<file path="src/hw/core_config_cfg.svh">
`ifndef CORE_CONFIG_CFG_SVH
`define CORE_CONFIG_CFG_SVH

`define CFG_CREG_ADDR   12'h802
`define CFG_DBG_LOAD    8'hE2
`define CFG_DBG_STORE   8'hC2
`define CFG_RESET_VAL   32'h0000_0000
`define CFG_IMPL_MASK   32'hFA00_0000
`define CFG_BIT_ARD     31
`define CFG_BIT_IRD     30
`define CFG_BIT_IAE     29
`define CFG_BIT_IME     28
`define CFG_BIT_BWD     27
`define CFG_BIT_FSD     25
`define CFG_MASK_TOP    3'h7
`define CFG_MASK_RESET  3'h7
`define CFG_EDGE_LEVEL  3'h7
`define CFG_FLASH_CYC   2
`define CFG_FLASH_STEP  4

`endif

</file>
<file path="src/hw/core_config_pkg.sv">
package core_config_pkg;

	typedef struct packed
	{
		logic addr_err;
		logic bus_err;
		logic rte_fmt_err;
		logic fault_halt;
	} addr_fault_s;

	typedef struct packed
	{
		logic illegal_op;
		logic line_a;
		logic line_f;
		logic priv_viol;
	} instr_fault_s;

	typedef struct packed
	{
		logic addr_fault_reset_off;
		logic instr_fault_reset_off;
		logic vector_fetch_cycle_en;
		logic mask_raise_to_top;
		logic write_buffer_off;
		logic flash_spec_off;
	} cfg_bits_s;

	typedef enum logic [1:0] {IRQ_IDLE = 2'b01, IRQ_FETCH = 2'b10} irq_st_e;
	typedef enum logic [1:0] {WR_IDLE = 2'b01, WR_BUSY = 2'b10} wr_st_e;
	typedef enum logic [2:0] {FL_IDLE = 3'b001, FL_DEMAND = 3'b010, FL_SPEC = 3'b100} fl_st_e;

endpackage : core_config_pkg

</file>
<file path="src/hw/core_config_register.sv">
// How it works
// address-class faults raise a reset event unless addr_fault_reset_off is set
// instruction-class faults raise a reset event unless instr_fault_reset_off is set
// vector_fetch_cycle_en runs a vector fetch cycle, else the signalled vector is used
// mask_raise_to_top sets mask to 7 on interrupt entry, else to serviced level
// buffered writes finish at once; unbuffered writes wait for memory acknowledge
// error returned for a buffered write is dropped, never reported
// flash_spec_off clear lets the flash path prefetch the next address
// a plain flash read occupies the flash array for two cycles
// register reached in supervisor mode at 0x802, or debug load E2 / store C2
// requests at or below the mask are blocked, except level 7 edges
// every configuration bit resets to zero
// reserved bits 26 and 24..0 are written zero and read back zero
`include "core_config_cfg.svh"

module core_config_register
	import core_config_pkg::*;
#(
	parameter int ADDR_W    = 24,
	parameter int FLASH_CYC = `CFG_FLASH_CYC
)(
	input  wire logic              clk_in,
	input  wire logic              reset_in,
	input  wire logic              supervisor_in,
	input  wire logic              creg_req_in,
	input  wire logic              creg_write_in,
	input  wire logic [11:0]       creg_addr_in,
	input  wire logic [31:0]       creg_wdata_in,
	output logic                   creg_ack_out,
	output logic [31:0]            creg_rdata_out,
	input  wire logic              dbg_cmd_valid_in,
	input  wire logic [7:0]        dbg_cmd_in,
	input  wire logic [31:0]       dbg_wdata_in,
	output logic                   dbg_ack_out,
	output logic [31:0]            dbg_rdata_out,
	input  wire addr_fault_s       addr_fault_in,
	input  wire instr_fault_s      instr_fault_in,
	output logic                   reset_event_out,
	input  wire logic              irq_req_in,
	input  wire logic [2:0]        irq_level_in,
	input  wire logic [7:0]        irq_vector_in,
	output logic                   vector_fetch_cycle_out,
	input  wire logic              vector_fetch_ack_in,
	input  wire logic [7:0]        vector_fetch_data_in,
	output logic                   vector_valid_out,
	output logic [7:0]             vector_out,
	input  wire logic              mask_wr_in,
	input  wire logic [2:0]        mask_wdata_in,
	output logic [2:0]             irq_level_mask_out,
	input  wire logic              wr_req_in,
	input  wire logic [ADDR_W-1:0] wr_addr_in,
	input  wire logic [31:0]       wr_data_in,
	output logic                   wr_ready_out,
	output logic                   wr_done_out,
	output logic                   wr_err_out,
	output logic                   mem_wr_out,
	output logic [ADDR_W-1:0]      mem_addr_out,
	output logic [31:0]            mem_wdata_out,
	input  wire logic              mem_ack_in,
	input  wire logic              mem_err_in,
	input  wire logic              fl_req_in,
	input  wire logic [ADDR_W-1:0] fl_addr_in,
	output logic                   fl_ready_out,
	output logic                   fl_done_out,
	output logic [31:0]            fl_rdata_out,
	output logic                   flash_rd_out,
	output logic [ADDR_W-1:0]      flash_addr_out,
	input  wire logic [31:0]       flash_rdata_in
);

	localparam int                CNT_W    = $clog2(FLASH_CYC + 1);
	localparam logic [CNT_W-1:0]  CNT_LOAD = CNT_W'(FLASH_CYC - 1);
	localparam logic [ADDR_W-1:0] STEP     = ADDR_W'(`CFG_FLASH_STEP);

	logic [31:0] core_feature_config_ff;
	cfg_bits_s   cfg;
	assign cfg = '{core_feature_config_ff[`CFG_BIT_ARD], core_feature_config_ff[`CFG_BIT_IRD],
		core_feature_config_ff[`CFG_BIT_IAE], core_feature_config_ff[`CFG_BIT_IME],
		core_feature_config_ff[`CFG_BIT_BWD], core_feature_config_ff[`CFG_BIT_FSD]};

	// register access: supervisor control-register path and debug port
	wire         creg_hit  = creg_req_in && (creg_addr_in == `CFG_CREG_ADDR);
	wire         creg_ok   = creg_hit && supervisor_in;
	wire         creg_user = creg_hit && !supervisor_in;
	wire         dbg_store = dbg_cmd_valid_in && (dbg_cmd_in == `CFG_DBG_STORE);
	wire         dbg_load  = dbg_cmd_valid_in && (dbg_cmd_in == `CFG_DBG_LOAD);
	// debug store wins over a same-cycle supervisor write
	wire [31:0]  nxt_cfg   = dbg_store ? (dbg_wdata_in & `CFG_IMPL_MASK) :
		(creg_ok && creg_write_in) ? (creg_wdata_in & `CFG_IMPL_MASK) : core_feature_config_ff;

	// user-mode access is a privilege violation
	wire nxt_reset_event = (|addr_fault_in && !cfg.addr_fault_reset_off) ||
		((|instr_fault_in || creg_user) && !cfg.instr_fault_reset_off);

	always_ff @(posedge clk_in)
	begin
		if (reset_in)
		begin
			core_feature_config_ff <= `CFG_RESET_VAL;
			creg_ack_out           <= 1'b0;
			creg_rdata_out         <= '0;
			dbg_ack_out            <= 1'b0;
			dbg_rdata_out          <= '0;
			reset_event_out        <= 1'b0;
		end
		else
		begin
			core_feature_config_ff <= nxt_cfg;
			creg_ack_out           <= creg_ok;
			creg_rdata_out         <= (creg_ok && !creg_write_in) ? core_feature_config_ff : '0;
			dbg_ack_out            <= dbg_load || dbg_store;
			dbg_rdata_out          <= dbg_load ? core_feature_config_ff : '0;
			reset_event_out        <= nxt_reset_event;
		end
	end

	// interrupt entry
	irq_st_e    irq_st_ff;
	logic [2:0] mask_ff;
	logic [2:0] taken_level_ff;
	logic       raise_ff;
	logic       lvl7_prev_ff;
	wire        lvl7_now     = irq_req_in && (irq_level_in == `CFG_EDGE_LEVEL);
	wire        lvl7_edge    = lvl7_now && !lvl7_prev_ff;
	wire        irq_above    = irq_req_in && (irq_level_in > mask_ff);
	wire        irq_take     = (irq_st_ff == IRQ_IDLE) && (irq_above || lvl7_edge);
	wire        fetch_done   = (irq_st_ff == IRQ_FETCH) && vector_fetch_ack_in;
	wire        direct_done  = irq_take && !cfg.vector_fetch_cycle_en;
	wire        entry_done   = direct_done || fetch_done;
	wire        entry_raise  = fetch_done ? raise_ff : cfg.mask_raise_to_top;
	wire [2:0]  entry_level  = fetch_done ? taken_level_ff : irq_level_in;
	wire [2:0]  entry_mask   = entry_raise ? `CFG_MASK_TOP : entry_level;
	wire [2:0]  nxt_mask     = entry_done ? entry_mask : mask_wr_in ? mask_wdata_in : mask_ff;
	irq_st_e    nxt_irq_st;
	assign nxt_irq_st = (irq_take && cfg.vector_fetch_cycle_en) ? IRQ_FETCH :
		fetch_done ? IRQ_IDLE : irq_st_ff;

	always_ff @(posedge clk_in)
	begin
		if (reset_in)
		begin
			irq_st_ff              <= IRQ_IDLE;
			mask_ff                <= `CFG_MASK_RESET;
			taken_level_ff         <= '0;
			raise_ff               <= 1'b0;
			lvl7_prev_ff           <= 1'b0;
			vector_fetch_cycle_out <= 1'b0;
			vector_valid_out       <= 1'b0;
			vector_out             <= '0;
		end
		else
		begin
			irq_st_ff              <= nxt_irq_st;
			mask_ff                <= nxt_mask;
			taken_level_ff         <= irq_take ? irq_level_in : taken_level_ff;
			raise_ff               <= irq_take ? cfg.mask_raise_to_top : raise_ff;
			// held while busy so a level-7 edge during a fetch is not lost
			lvl7_prev_ff           <= (irq_st_ff == IRQ_IDLE) ? lvl7_now : lvl7_prev_ff;
			vector_fetch_cycle_out <= nxt_irq_st == IRQ_FETCH;
			vector_valid_out       <= entry_done;
			vector_out             <= fetch_done ? vector_fetch_data_in :
				direct_done ? irq_vector_in : vector_out;
		end
	end
	assign irq_level_mask_out = mask_ff;

	// memory write path
	wr_st_e wr_st_ff;
	logic   buffered_ff;
	wire    wr_take  = wr_req_in && wr_ready_out;
	wire    mem_end  = (wr_st_ff == WR_BUSY) && mem_ack_in;
	wire    nxt_done = (wr_take && !cfg.write_buffer_off) || (mem_end && !buffered_ff);
	wr_st_e nxt_wr_st;
	assign nxt_wr_st = wr_take ? WR_BUSY : mem_end ? WR_IDLE : wr_st_ff;

	always_ff @(posedge clk_in)
	begin
		if (reset_in)
		begin
			wr_st_ff      <= WR_IDLE;
			buffered_ff   <= 1'b0;
			wr_ready_out  <= 1'b1;
			wr_done_out   <= 1'b0;
			wr_err_out    <= 1'b0;
			mem_wr_out    <= 1'b0;
			mem_addr_out  <= '0;
			mem_wdata_out <= '0;
		end
		else
		begin
			wr_st_ff      <= nxt_wr_st;
			buffered_ff   <= wr_take ? !cfg.write_buffer_off : buffered_ff;
			wr_ready_out  <= nxt_wr_st == WR_IDLE;
			wr_done_out   <= nxt_done;
			wr_err_out    <= mem_end && !buffered_ff && mem_err_in;
			mem_wr_out    <= nxt_wr_st == WR_BUSY;
			mem_addr_out  <= wr_take ? wr_addr_in : mem_addr_out;
			mem_wdata_out <= wr_take ? wr_data_in : mem_wdata_out;
		end
	end

	// flash read path with one-entry next-address speculation
	fl_st_e            fl_st_ff, nxt_fl_st;
	logic [CNT_W-1:0]  fl_cnt_ff, nxt_fl_cnt;
	logic [ADDR_W-1:0] nxt_fl_addr;
	logic              pend_ff, nxt_pend, buf_ff, nxt_buf, nxt_fl_done;
	logic [31:0]       nxt_fl_data;
	wire               fl_take  = fl_req_in && fl_ready_out;
	wire               cnt_zero = fl_cnt_ff == '0;
	wire               same_adr = fl_addr_in == flash_addr_out;
	wire               spec_go  = !cfg.flash_spec_off;

	always_comb
	begin
		nxt_fl_st   = fl_st_ff;
		nxt_fl_cnt  = cnt_zero ? fl_cnt_ff : CNT_W'(fl_cnt_ff - 1'b1);
		nxt_fl_addr = flash_addr_out;
		nxt_pend    = pend_ff;
		nxt_buf     = buf_ff;
		nxt_fl_done = 1'b0;
		nxt_fl_data = fl_rdata_out;
		unique case (fl_st_ff)
			FL_IDLE:
			begin
				if (fl_take && buf_ff && same_adr && spec_go)
				begin
					nxt_fl_done = 1'b1;
					nxt_buf     = 1'b0;
					nxt_fl_st   = FL_SPEC;
					nxt_fl_addr = flash_addr_out + STEP;
					nxt_fl_cnt  = CNT_LOAD;
				end
				else if (fl_take)
				begin
					nxt_buf     = 1'b0;
					nxt_fl_st   = FL_DEMAND;
					nxt_fl_addr = fl_addr_in;
					nxt_fl_cnt  = CNT_LOAD;
				end
			end
			FL_DEMAND:
			begin
				if (cnt_zero)
				begin
					nxt_fl_done = 1'b1;
					nxt_fl_data = flash_rdata_in;
					nxt_fl_st   = spec_go ? FL_SPEC : FL_IDLE;
					nxt_fl_addr = flash_addr_out + STEP;
					nxt_fl_cnt  = CNT_LOAD;
				end
			end
			FL_SPEC:
			begin
				if (fl_take && !same_adr)
				begin
					nxt_pend    = 1'b0;
					nxt_fl_st   = FL_DEMAND;
					nxt_fl_addr = fl_addr_in;
					nxt_fl_cnt  = CNT_LOAD;
				end
				else if (cnt_zero)
				begin
					nxt_fl_data = flash_rdata_in;
					nxt_fl_done = pend_ff || fl_take;
					nxt_pend    = 1'b0;
					nxt_buf     = !(pend_ff || fl_take);
					nxt_fl_st   = (pend_ff || fl_take) && spec_go ? FL_SPEC : FL_IDLE;
					nxt_fl_addr = (pend_ff || fl_take) ? flash_addr_out + STEP : flash_addr_out;
					nxt_fl_cnt  = CNT_LOAD;
				end
				else if (fl_take)
				begin
					nxt_pend = 1'b1;
				end
			end
		endcase
	end

	always_ff @(posedge clk_in)
	begin
		if (reset_in)
		begin
			fl_st_ff       <= FL_IDLE;
			fl_cnt_ff      <= '0;
			pend_ff        <= 1'b0;
			buf_ff         <= 1'b0;
			fl_ready_out   <= 1'b1;
			fl_done_out    <= 1'b0;
			fl_rdata_out   <= '0;
			flash_rd_out   <= 1'b0;
			flash_addr_out <= '0;
		end
		else
		begin
			fl_st_ff       <= nxt_fl_st;
			fl_cnt_ff      <= nxt_fl_cnt;
			pend_ff        <= nxt_pend;
			buf_ff         <= nxt_buf;
			fl_ready_out   <= (nxt_fl_st == FL_IDLE) || (nxt_fl_st == FL_SPEC && !nxt_pend);
			fl_done_out    <= nxt_fl_done;
			fl_rdata_out   <= nxt_fl_data;
			flash_rd_out   <= nxt_fl_st != FL_IDLE;
			flash_addr_out <= nxt_fl_addr;
		end
	end
endmodule : core_config_register

</file>
<file path="config.mk">
export PLATFORM = sky130hd
export DESIGN_NAME = core_config_register
export DESIGN_NICKNAME = d
export VERILOG_FILES = /design/src/hw/core_config_pkg.sv /design/src/hw/core_config_register.sv
export VERILOG_INCLUDE_DIRS = /design/src /design/src/hw
export SDC_FILE = /design/constraint.sdc
export NUM_CORES = 1
export LEC_CHECK = 0
export BUFFER_PORTS_ARGS = -buffer_cell sky130_fd_sc_hd__buf_2
export CAP_MARGIN = 10
export CORE_ASPECT_RATIO = 0.8
export CORE_MARGIN = 4
export CORE_UTILIZATION = 25
export DETAILED_ROUTE_END_ITERATION = 8
export PLACE_DENSITY = 0.61
export SLEW_MARGIN = 30
export SYNTH_ARGS = -nofsm -noshare
export SYNTH_HDL_FRONTEND = slang
export SYNTH_SLANG_ARGS = --single-unit
</file>
<file path="constraint.sdc">
create_clock -name clk_in -period 5.35 [get_ports clk_in]
set_input_delay 1.07 -clock clk_in [delete_from_list [all_inputs] [get_ports clk_in]]
set_output_delay 1.07 -clock clk_in [all_outputs]
set_load 0.005 [all_outputs]
</file>
==> Word-level counts from Yosys, hierarchy flattened <==
Cells that the tools add are included.
{ "classes": {"addsub": 2, "order_cmp": 1, "eq_ne": 23, "mux": 51, "n_bitwise": 2, "reduce_logical": 61} }
{ "op_table": {"columns": ["cell", "count"], "rows": [
  ["24-bit two-way mux", 6],
  ["32-bit two-way mux", 4],
  ["24-bit one-hot mux with 3 select lines", 1],
  ["32-bit one-hot mux with 2 select lines", 1],
  ["3-bit two-way mux", 11],
  ["1-bit logical AND", 28],
  ["24-bit by 3-bit adder with 24-bit output, second input constant", 1],
  ["24-bit == test", 1],
  ["2-bit two-way mux", 9],
  ["8-bit == test, second input constant", 2],
  ["8-bit two-way mux", 2],
  ["1-bit two-way mux", 13],
  ["12-bit == test, second input constant", 1],
  ["1-bit logical NOT", 12],
  ["2-bit nonzero test", 5],
  ["3-bit == test, second input constant", 3],
  ["3-bit inequality test, second input constant", 3],
  ["3-bit one-hot mux with 3 select lines", 1],
  ["2-bit == test, second input constant", 4],
  ["1-bit logical OR", 8],
  ["4-bit AND reduction", 2],
  ["4-bit OR reduction", 2],
  ["3-bit by 1-bit == test with 1-bit output, second input constant", 2],
  ["2-bit inequality test, second input constant", 3],
  ["12 further kinds", 15]
]} }
{ "totals": {"register_bits": 170, "output_inout_bits": 199, "word_cells": 171} }

==> Depth between registers and ports, before layout <==
Gate-level depths: netlist of the first run.
{ "depth": {"word_depth": 10, "ltp_mapped": 11, "depth_no_buf": 9} }

==> Least setup slack after synthesis of the first run <==
OpenSTA, ideal clock, no wires.
{ "synth_path": {"path_kind": "input to register", "start": "input port fl_addr_in[20]", "end": "register flash_addr_out[13]", "setup_ps": 128, "t_arrival_ps": 2769, "required_time_ps": 5222, "path_slack_ps": 2453, "stages": 8, "cell_sequence": "xor2_1 -> nor4_2 -> nand4_4 -> o21ai_4 -> buf_4 -> mux2_2 -> a22oi_1 -> nor2_1"} }
{ "synth_via": {"elab_chain_cells": 5, "word_cells_on_any_way": 12} }
{ "synth_lines": {"columns": ["item", "line", "rtl"], "rows": [
  ["start, declared", "core_config_register.sv:62", "input wire logic [ADDR_W-1:0] fl_addr_in,"],
  ["24-bit == test *", "core_config_register.sv:210", "wire same_adr = fl_addr_in == flash_addr_out;"],
  ["1-bit logical NOT or 1-bit logical AND (tied branches)", "core_config_register.sv:254, core_config_register.sv:225", null],
  ["1-bit logical AND, on equally long branches", "core_config_register.sv:254, core_config_register.sv:225", null],
  ["3-bit inequality test (no line) (tied with other cells)", null, null],
  ["4-bit AND reduction (no line) or 24-bit one-hot mux with 3 select lines (tied branches)", null, null],
  ["end signal, assigned", "core_config_register.sv:303", "flash_addr_out <= nxt_fl_addr;"],
  ["end, declared", "core_config_register.sv:67", "output logic [ADDR_W-1:0] flash_addr_out,"]
]} }
Every way passes the cells marked *; elsewhere a longest branch is shown, timed or not.
A chain may end at the register's enable or synchronous reset.

==> Worst setup path after layout of the first run <==
{ "layout_path": {"start": "input port fl_addr_in[1]", "end": "register flash_addr_out[23]"} }
The elaborated chain is that of the path after synthesis.

==> results of run 1 <==
per-layer routing:
metal / global-route usage [%] / share of wire [%] / up-vias
li1: - / - / 3720
met1: 17.07 / 42 / 3434
met2: 23.56 / 48 / 250
met3: 4.530 / 8.4 / 21
met4: 3.706 / 1.4 / 2
met5: 0 / 0.072 / -
worst register-to-register path: cells and delay by family, from the launching register on:
| family | cells | cell delay [ns] |
|---|---|---|
| simple gates | 4 | 1.38 |
| compound gates | 2 | 0.95 |
| flops | 1 | 0.48 |
| xor+xnor | 1 | 0.16 |
synth_stat cells, types with 3 or more instances:
library cell / count
a211oi_1: 14
a21o_1: 15
a21oi_1: 87
a22oi_1: 8
a31oi_1: 5
and2_1: 13
and3_1: 11
buf_1: 3
buf_2: 5
buf_4: 57
clkbuf_1: 41
dfxtp_1: 170
ha_1: 4
inv_1: 14
mux2_2: 8
mux2i_1: 54
nand2_1: 209
nand2b_1: 3
nand3_1: 13
nand3b_1: 3
nand4_1: 5
nor2_1: 76
nor3_1: 6
nor4_1: 8
nor4_2: 3
nor4_4: 3
o211ai_1: 4
o21a_1: 4
o21ai_0: 23
o21ai_1: 4
o311ai_0: 3
o31a_1: 3
or4_1: 4
xor2_1: 24
layout by cell type, fill, tap and decap left out, types with 8 or more instances in the layout:
cell type,netlist,final
xor2_1,24,24
a211oi_1,14,14
nand2_1,209,208
buf_2,5,332
conb_1,1,52
mux2i_1,54,54
nor2_1,76,76
a21oi_1,87,87
inv_1,14,13
clkbuf_16,0,17
a22oi_1,8,8
and2_1,13,12
dfxtp_1,170,170
a21o_1,15,15
and3_1,11,11
nand3_1,13,13
mux2_2,8,8
o21ai_0,23,23
final cells by class:
cell class                 instances  area, µm²
tap                              413      516.7
clock inverter                    14      153.9
clock buffer                      18      439.2
inverter                          14      52.55
fill                            3277      20440
timing repair buffer             339       1714
multi-input combinational        707       4019
sequential                       170       3403
sequential cells by signal, summed over array words and instances, names as in the netlist, 2 cells and up:
register	count
irq_level_mask_out	3
irq_st_ff	2
fl_rdata_out	32
fl_cnt_ff	2
dbg_rdata_out	6
fl_st_ff	3
mem_wdata_out	32
core_feature_config_ff	6
wr_st_ff	2
vector_out	8
creg_rdata_out	6
mem_addr_out	24
taken_level_ff	3
flash_addr_out	24
cell families after synthesis:
| group | count (synthesis) | share of synthesized area [%] |
|---|---|---|
| muxes | 62 | 7.973 |
| buffers and inverters | 122 | 8.764 |
| other | 1 | 0.04742 |
| DFF | 170 | 43.03 |
| AOI/OAI and AO/OA | 186 | 14.55 |
| and+or+nand+nor | 379 | 22.34 |
| adders and majority gates | 4 | 0.6328 |
| xor gates and xnor gates | 24 | 2.658 |
how the worst max path moves through the flow:
stage	to	slack (ns)	depth (start not counted)	start
2_1_floorplan	flash_addr_out[13]$_SDFFE_PP0P_	2.45	8	fl_addr_in[20]
3_3_place_gp	flash_addr_out[23]$_SDFFE_PP0P_	1.63	8	fl_addr_in[17]
5_1_grt	flash_addr_out[23]$_SDFFE_PP0P_	1.86	8	fl_addr_in[1]
6_report	flash_addr_out[23]$_SDFFE_PP0P_	2.03	8	fl_addr_in[1]
3_5_place_dp	flash_addr_out[23]$_SDFFE_PP0P_	1.58	8	fl_addr_in[1]
4_1_cts	flash_addr_out[23]$_SDFFE_PP0P_	2.04	8	fl_addr_in[1]
power breakdown:
group	switching, mW	total [mW]	internal (mW)
logic	0.345	0.603	0.258
clock network	0.595	1.27	0.679
registers	0.0817	1.44	1.36
total	1.02	3.32	2.30
==> flow_summary.yaml, run 1 <==
status:
  status: "complete, no violations"
clock_network:
  ctsResizeCount: 0
  root_buffer: "clkbuf_16"
  postCtsHoldBufs: 0
  clock_latency_ns: 0.43
  clkSlewWorstSetupHoldPaths_ns: 0.08
  htreeDepth: 4
  cts_tree: "built"
  cts_buffers: 17
  clkSinkCount: 170
  cts_setup_buffers: 0
  clock_path_buffers: 2
setup_path:
  r2r_cells: 7
  cp_top_family: "simple AND/OR/NAND/NOR gates"
  crit_chain: "buf_2, xor2_1, nor4_4, nand4_4, o21ai_4, nand2_1, or4_1, a31oi_1"
  r2r_start: "flash_addr_out[8]$_SDFFE_PP0P_"
  regToRegEndpoint: "flash_addr_out[23]$_SDFFE_PP0P_"
  reg2reg_slack_ns: 2.32
  crit_buf_inv: 1
  worst_ep_arrival_time_ns: 3.67
  worstSetupPathType: "in -> reg"
  critPathLaunchType: "input port"
  cpMaxStageDelayCell: "o21ai_4"
  crit_fanout: 33
  required_ns: 5.71
  crit_path_end_kind: "flop"
  cp_slowest_stage_delay_ns: 0.79
timing:
  finalWorstSetupSlack_ns: 2.031
  min_period_ns: 3.319
  relSlewSlack_pct: 36.06
  setup_violations: 0
  timing.setup.tns_ns: 0
  final-hold-violation-count: 0
  clock.fmax_mhz: 301.3
  whs_ns: 0.4528
  fin_crit_sh_pct: 62.04
  rsz0062_at_grt: "false"
  tightest_slew_ns: 0.9457
  final_max_slew_viol_count: 0
  finClkSkew_ns: 0.01502
placed_design:
  placed_cell_area_um2: 9706
  place.gp.congestion: 0.8523
  placement.io_buffers: 333
  hpwlAfterDp_um: 18740
  placed_cells: 1643
  post-place-ws_ns: 1.576
floorplanning:
  rows: 57
  start_util_pct: 25.73
  dieArea_um2: 34560
  dieHeight_um: 167.1
  io_pins: 438
  coreArea_um2: 30740
  fp.dieW_um: 206.9
yosys:
  netlist_instances: 948
  ys.warnings.count: 0
  ys.flop_type: "dfxtp_1"
  ys_types: 63
  synthTopCellsByArea: "dfxtp_1 43%, nand2_1 9.9%, mux2i_1 6.8%, a21oi_1 5.5%, buf_4 5.4%"
  synth-seq-cells: 170
  yosysTopAreaCell: "dfxtp_1"
  postSynthAreaPerCell_um2: 8.343
  syn_area_um2: 7909
  synth_edf_count: 0
  seq_area_frac_synth_pct: 43.03
  synthArstFlopShare_pct: 0
  yosysTopAreaCellShare_pct: 43.03
power:
  power-per-cell-area_nw_per_um2: 322.1
  ir_drop_mv: 0.2045
  leakage_nw: 4.843
  power_mw: 3.317
finish:
  final_nets: 1492
  drive_gt1_share_pct: 31.93
  fin_area_um2: 10300
  postLayoutCoreUtil_pct: 33.50
  instances_no_fill: 1675
  diodes: 0
  area_growth_pct: 30.22
global_routing:
  grt_pass1_vias: 7166
  antenna_found_initial: 2
  grt-ovfl-total: 0
  grt_max_degree: 73
  grt_util_all_layers_pct: 13.94
  grt_pass1_wl_um: 38660
hold_path:
  hp-start: "mem_addr_out[8]$_SDFFE_PP0P_"
  whs_endpoint: "mem_addr_out[8]$_SDFFE_PP0P_"
  min_path_type: "reg -> reg"
  holdPathStages: 2
drt:
  dr.pass1.iters: 4
  drc: 0
  drt-total-wl_um: 25110
  post_drt_wl_per_cell_um: 14.99
  vias_per_cell: 4.434
  vias: 7427
  drt_iter0_drc: 352
  antenna_left: 0
flow_run:
  maxCapViolations: 0
Note: power is estimated with default switching activity, not from simulation.
==> run 2, diff against run 1 <==
- clock period: 5.35 -> 3.2 ns (I/O delays scaled with it)
==> flow_summary.yaml, run 2 (synthesis results as in run 1) <==
drt:
  drt-total-wl_um: 25340
  vias_per_cell: 4.424
  dr.pass1.iters: 5
  drt_iter0_drc: 324
  drc: 0
  antenna_left: 0
  post_drt_wl_per_cell_um: 14.96
  vias: 7495
flow_run:
  maxCapViolations: 0
floorplanning:
  dieArea_um2: 34560
  dieHeight_um: 167.1
  fp.dieW_um: 206.9
  start_util_pct: 25.73
  rows: 57
  coreArea_um2: 30740
  io_pins: 438
setup_path:
  required_ns: 3.56
  worst_ep_arrival_time_ns: 3.27
  crit_buf_inv: 0
  regToRegEndpoint: "flash_addr_out[23]$_SDFFE_PP0P_"
  r2r_cells: 7
  cp_slowest_stage_delay_ns: 0.77
  crit_path_end_kind: "flop"
  path_depth: 7
  crit_fanout: 21
  worstSetupPathType: "reg -> reg"
  cp_top_family: "compound AO/OA/AOI/OAI gates"
  cpMaxStageDelayCell: "o31a_1"
  crit_chain: "or3b_2, a21oi_1, o21a_1, o31a_1, nand2_1, or4_1, a31oi_1"
  reg2reg_slack_ns: 0.29
  r2r_start: "pend_ff$_SDFF_PP0_"
  critPathLaunchType: "flop"
finish:
  seqCellArea_um2: 3403
  area_growth_pct: 32.16
  n_fill_cell: 3298
  multi_input_comb_area_um2: 4013
  final_nets: 1512
  diodes: 0
  postLayoutCoreUtil_pct: 34.01
  drive_gt1_share_pct: 32.86
  layout_commonest_cell: "buf_2"
  top_regs: "fl_rdata_out x32, mem_wdata_out x32"
  final_cell_mix: "332 x buf_2, 208 x nand2_1, 170 x dfxtp_1, 87 x a21oi_1, 76 x nor2_1"
clock_network:
  cts_tree: "built"
  clkSinkCount: 170
  cts_setup_buffers: 0
  clkSlewWorstSetupHoldPaths_ns: 0.08
  clock_path_buffers: 2
  postCtsHoldBufs: 0
  root_buffer: "clkbuf_16"
  cts_buffers: 17
  ctsResizeCount: 0
  clock_latency_ns: 0.43
  htreeDepth: 4
global_routing:
  grt-ovfl-total: 0
  grt_util_all_layers_pct: 13.96
  grt_pass1_vias: 7200
  grt_max_degree: 46
  grt_pass1_wl_um: 38680
  antenna_found_initial: 2
power:
  switching_share_pct: 29.96
  power_mw: 5.563
  ir_drop_mv: 0.3162
  internal_power_mw: 3.896
  power-per-cell-area_nw_per_um2: 532.2
  leakage_nw: 4.933
  comb_power_share_pct: 18.7
  power.switching_mw: 1.667
  seqPwrFrac_pct: 43.2
  clock_power_share_pct: 38.1
timing:
  relSlewSlack_pct: 37.89
  tightest_slew_ns: 0.9317
  timing.setup.tns_ns: 0
  final_max_slew_viol_count: 0
  final-hold-violation-count: 0
  min_period_ns: 2.911
  rsz0062_at_grt: "false"
  setup_violations: 0
  fin_crit_sh_pct: 90.96
  clock.fmax_mhz: 343.6
  finClkSkew_ns: 0.01606
hold_path:
  holdPathStages: 2
  min_path_type: "in -> reg"
  hp-start: "creg_write_in"
  whs_endpoint: "creg_rdata_out[25]$_SDFF_PP0_"
placed_design:
  hpwlAfterDp_um: 19260
  placement.io_buffers: 333
  place.gp.congestion: 0.8663
status:
  status: "complete, no violations"
run 2: power groups by stage:
stage          logic (mW)  clock network (mW)  registers, mW
2_1_floorplan       0.644                   0           2.44
3_3_place_gp         1.04                   0           2.44
6_report             1.04                2.12           2.40
4_1_cts              1.06                2.20           2.40
5_1_grt              1.16                2.28           2.43
3_5_place_dp         1.05                   0           2.45
run 2: cell type report:
cell class | count | area share (%)
Sequential cell | 170 | 32.56
Inverter | 14 | 0.5028
Clock buffer | 17 | 4.070
Tap cell | 413 | 4.944
Multi-Input combinational cell | 707 | 38.39
Clock inverter | 14 | 1.580
Timing Repair Buffer | 359 | 17.96
run 2: worst reg2reg max path, cell delays in order (launching register included):
cell     delay (ns)
dfxtp_1        0.37
or3b_2         0.47
a21oi_1        0.17
o21a_1         0.19
o31a_1         0.77
nand2_1        0.19
or4_1          0.54
a31oi_1        0.15
run 2: stage by stage:
| step | cell area (µm²) | cells | setup WS, ns | hold slack (ns) |
|---|---|---|---|---|
| 6_report | 10450 | 1694 | 0.2893 | 0.4314 |
| 3_5_place_dp | 9862 | 1663 | 0.1118 | 0.4437 |
| 2_1_floorplan | 8100 | 999 | 0.7332 | 0.4491 |
| 3_3_place_gp | 9862 | 1663 | 0.1879 | 0.4387 |
| 4_1_cts | 10450 | 1694 | 0.3051 | 0.3975 |
| 5_1_grt | 10450 | 1694 | 0.1539 | 0.4167 |
run 2: worst max path at each step:
stage,start,to
after floorplan,fl_addr_in[20],flash_addr_out[13]$_SDFFE_PP0P_
after global placement,fl_addr_in[9],flash_addr_out[23]$_SDFFE_PP0P_
after detailed placement,fl_addr_in[9],flash_addr_out[23]$_SDFFE_PP0P_
after CTS,pend_ff$_SDFF_PP0_,flash_addr_out[23]$_SDFFE_PP0P_
after global routing,pend_ff$_SDFF_PP0_,flash_addr_out[23]$_SDFFE_PP0P_
final,pend_ff$_SDFF_PP0_,flash_addr_out[23]$_SDFFE_PP0P_
run 2: layer usage:
layer  up-vias  share of wire, %  GRT usage (%)
li1       3765                 -              -
met1      3427                42          16.83
met2       265                48          23.77
met3        36               8.1          4.530
met4         2               2.0          3.964
met5         -             0.028              0
==> run 3, diff against run 2 <==
- PLACE_DENSITY: 0.61 -> 0.56
- SLEW_MARGIN: 30 -> 10
==> flow_summary.yaml, run 3 (synthesis results as in run 1) <==
timing:
  relSlewSlack_pct: 36.73
  final-hold-violation-count: 0
  whs_ns: 0.4160
  timing.setup.tns_ns: 0
  final_max_slew_viol_count: 0
  min_period_ns: 2.921
  rsz0062_at_grt: "false"
  fin_crit_sh_pct: 91.29
  tightest_slew_ns: 0.9491
  setup_violations: 0
  clock.fmax_mhz: 342.3
  finalWorstSetupSlack_ns: 0.2786
  finClkSkew_ns: 0.01499
clock_network:
  clock_latency_ns: 0.43
  ctsResizeCount: 0
  clock_path_buffers: 2
  clkSlewWorstSetupHoldPaths_ns: 0.07
  cts_buffers: 17
  htreeDepth: 4
  cts_setup_buffers: 0
  postCtsHoldBufs: 0
  cts_tree: "built"
  clkSinkCount: 170
  root_buffer: "clkbuf_16"
power:
  clock_power_share_pct: 40.1
  switching_share_pct: 29.33
  internal_power_mw: 4.058
  leakage_nw: 4.954
  comb_power_share_pct: 18.1
  power_mw: 5.742
  power.switching_mw: 1.684
  power-per-cell-area_nw_per_um2: 547.2
  seqPwrFrac_pct: 41.8
  ir_drop_mv: 0.3363
drt:
  dr.pass1.iters: 5
  drt-total-wl_um: 25550
  vias: 7454
  vias_per_cell: 4.400
  drc: 0
  post_drt_wl_per_cell_um: 15.08
  drt_iter0_drc: 392
  antenna_left: 0
global_routing:
  grt_pass1_wl_um: 39240
  grt-ovfl-total: 0
  grt_pass1_vias: 7305
  antenna_found_initial: 7
  grt_max_degree: 118
  grt_util_all_layers_pct: 14.18
floorplanning:
  io_pins: 438
  start_util_pct: 25.73
  fp.dieW_um: 206.9
  coreArea_um2: 30740
  dieArea_um2: 34560
  rows: 57
  dieHeight_um: 167.1
setup_path:
  required_ns: 3.54
  crit_fanout: 21
  worst_ep_arrival_time_ns: 3.27
  crit_path_end_kind: "flop"
  r2r_cells: 7
  worstSetupPathType: "reg -> reg"
  critPathLaunchType: "flop"
finish:
  final_cell_mix: "332 x buf_2, 208 x nand2_1, 170 x dfxtp_1, 87 x a21oi_1, 76 x nor2_1"
  area_growth_pct: 32.67
  final_nets: 1509
  n_fill_cell: 3312
  layout_commonest_cell: "buf_2"
  seqCellArea_um2: 3403
  multi_input_comb_area_um2: 4013
  drive_gt1_share_pct: 32.68
  top_regs: "fl_rdata_out x32, mem_wdata_out x32"
flow_run:
  maxCapViolations: 0
placed_design:
  hpwlAfterDp_um: 19070
  placement.io_buffers: 333
  post-place-ws_ns: 0.1629
  place.gp.congestion: 0.8786
hold_path:
  min_path_type: "in -> reg"
  holdPathStages: 2
status:
  status: "complete, no violations"
==> run 3: cell type report <==
class                           count  area share (%)
Antenna cell                        2         0.04770
Clock buffer                       18           4.090
Clock inverter                     14           1.968
Inverter                           14          0.5008
Multi-Input combinational cell    707           38.24
Sequential cell                   170           32.43
Tap cell                          413           4.925
Timing Repair Buffer              356           17.79
==> run 3: routing by layer <==
layer / GRT usage, % / vias up / wire [µm]
met4: 3.562 / 12 / 318
met2: 23.65 / 257 / 12190
met5: 0 / - / 91
met3: 4.879 / 32 / 2101
met1: 17.55 / 3389 / 10840
li1: - / 3764 / -
==> run 3: final timing paths <==
path / from / endpoint / slack (ns)
setup / recovery: pend_ff$_SDFF_PP0_ / flash_addr_out[23]$_SDFFE_PP0P_ / 0.28
hold reg to reg: mem_addr_out[23]$_SDFFE_PP0P_ / mem_addr_out[23]$_SDFFE_PP0P_ / 0.45
setup reg to reg: pend_ff$_SDFF_PP0_ / flash_addr_out[23]$_SDFFE_PP0P_ / 0.28
hold / removal: creg_write_in / creg_rdata_out[25]$_SDFF_PP0_ / 0.42
==> run 3: power groups by stage <==
| stage | logic, mW | clock network [mW] | registers [mW] |
|---|---|---|---|
| 2_1_floorplan | 0.644 | 0 | 2.44 |
| 3_3_place_gp | 1.05 | 0 | 2.44 |
| 3_5_place_dp | 1.05 | 0 | 2.45 |
| 4_1_cts | 1.05 | 2.39 | 2.40 |
| 5_1_grt | 1.16 | 2.46 | 2.43 |
| 6_report | 1.04 | 2.30 | 2.40 |
==> run 3: stage by stage <==
stage	util [%]	instance area, µm²	cells
2_1_floorplan	-	8100	999
3_3_place_gp	32.05	9852	1660
3_5_place_dp	32.05	9852	1660
4_1_cts	34.12	10490	1692
5_1_grt	34.13	10490	1693
6_report	34.14	10490	1694
==> run 3: critical path: stages (launching register included) <==
cell and delay [ns]:
dfxtp_1 0.37, or3b_2 0.47, a21oi_1 0.17, o21a_1 0.21, o31a_1 0.79, nand2_1 0.16
or4_1 0.53, a31oi_1 0.13
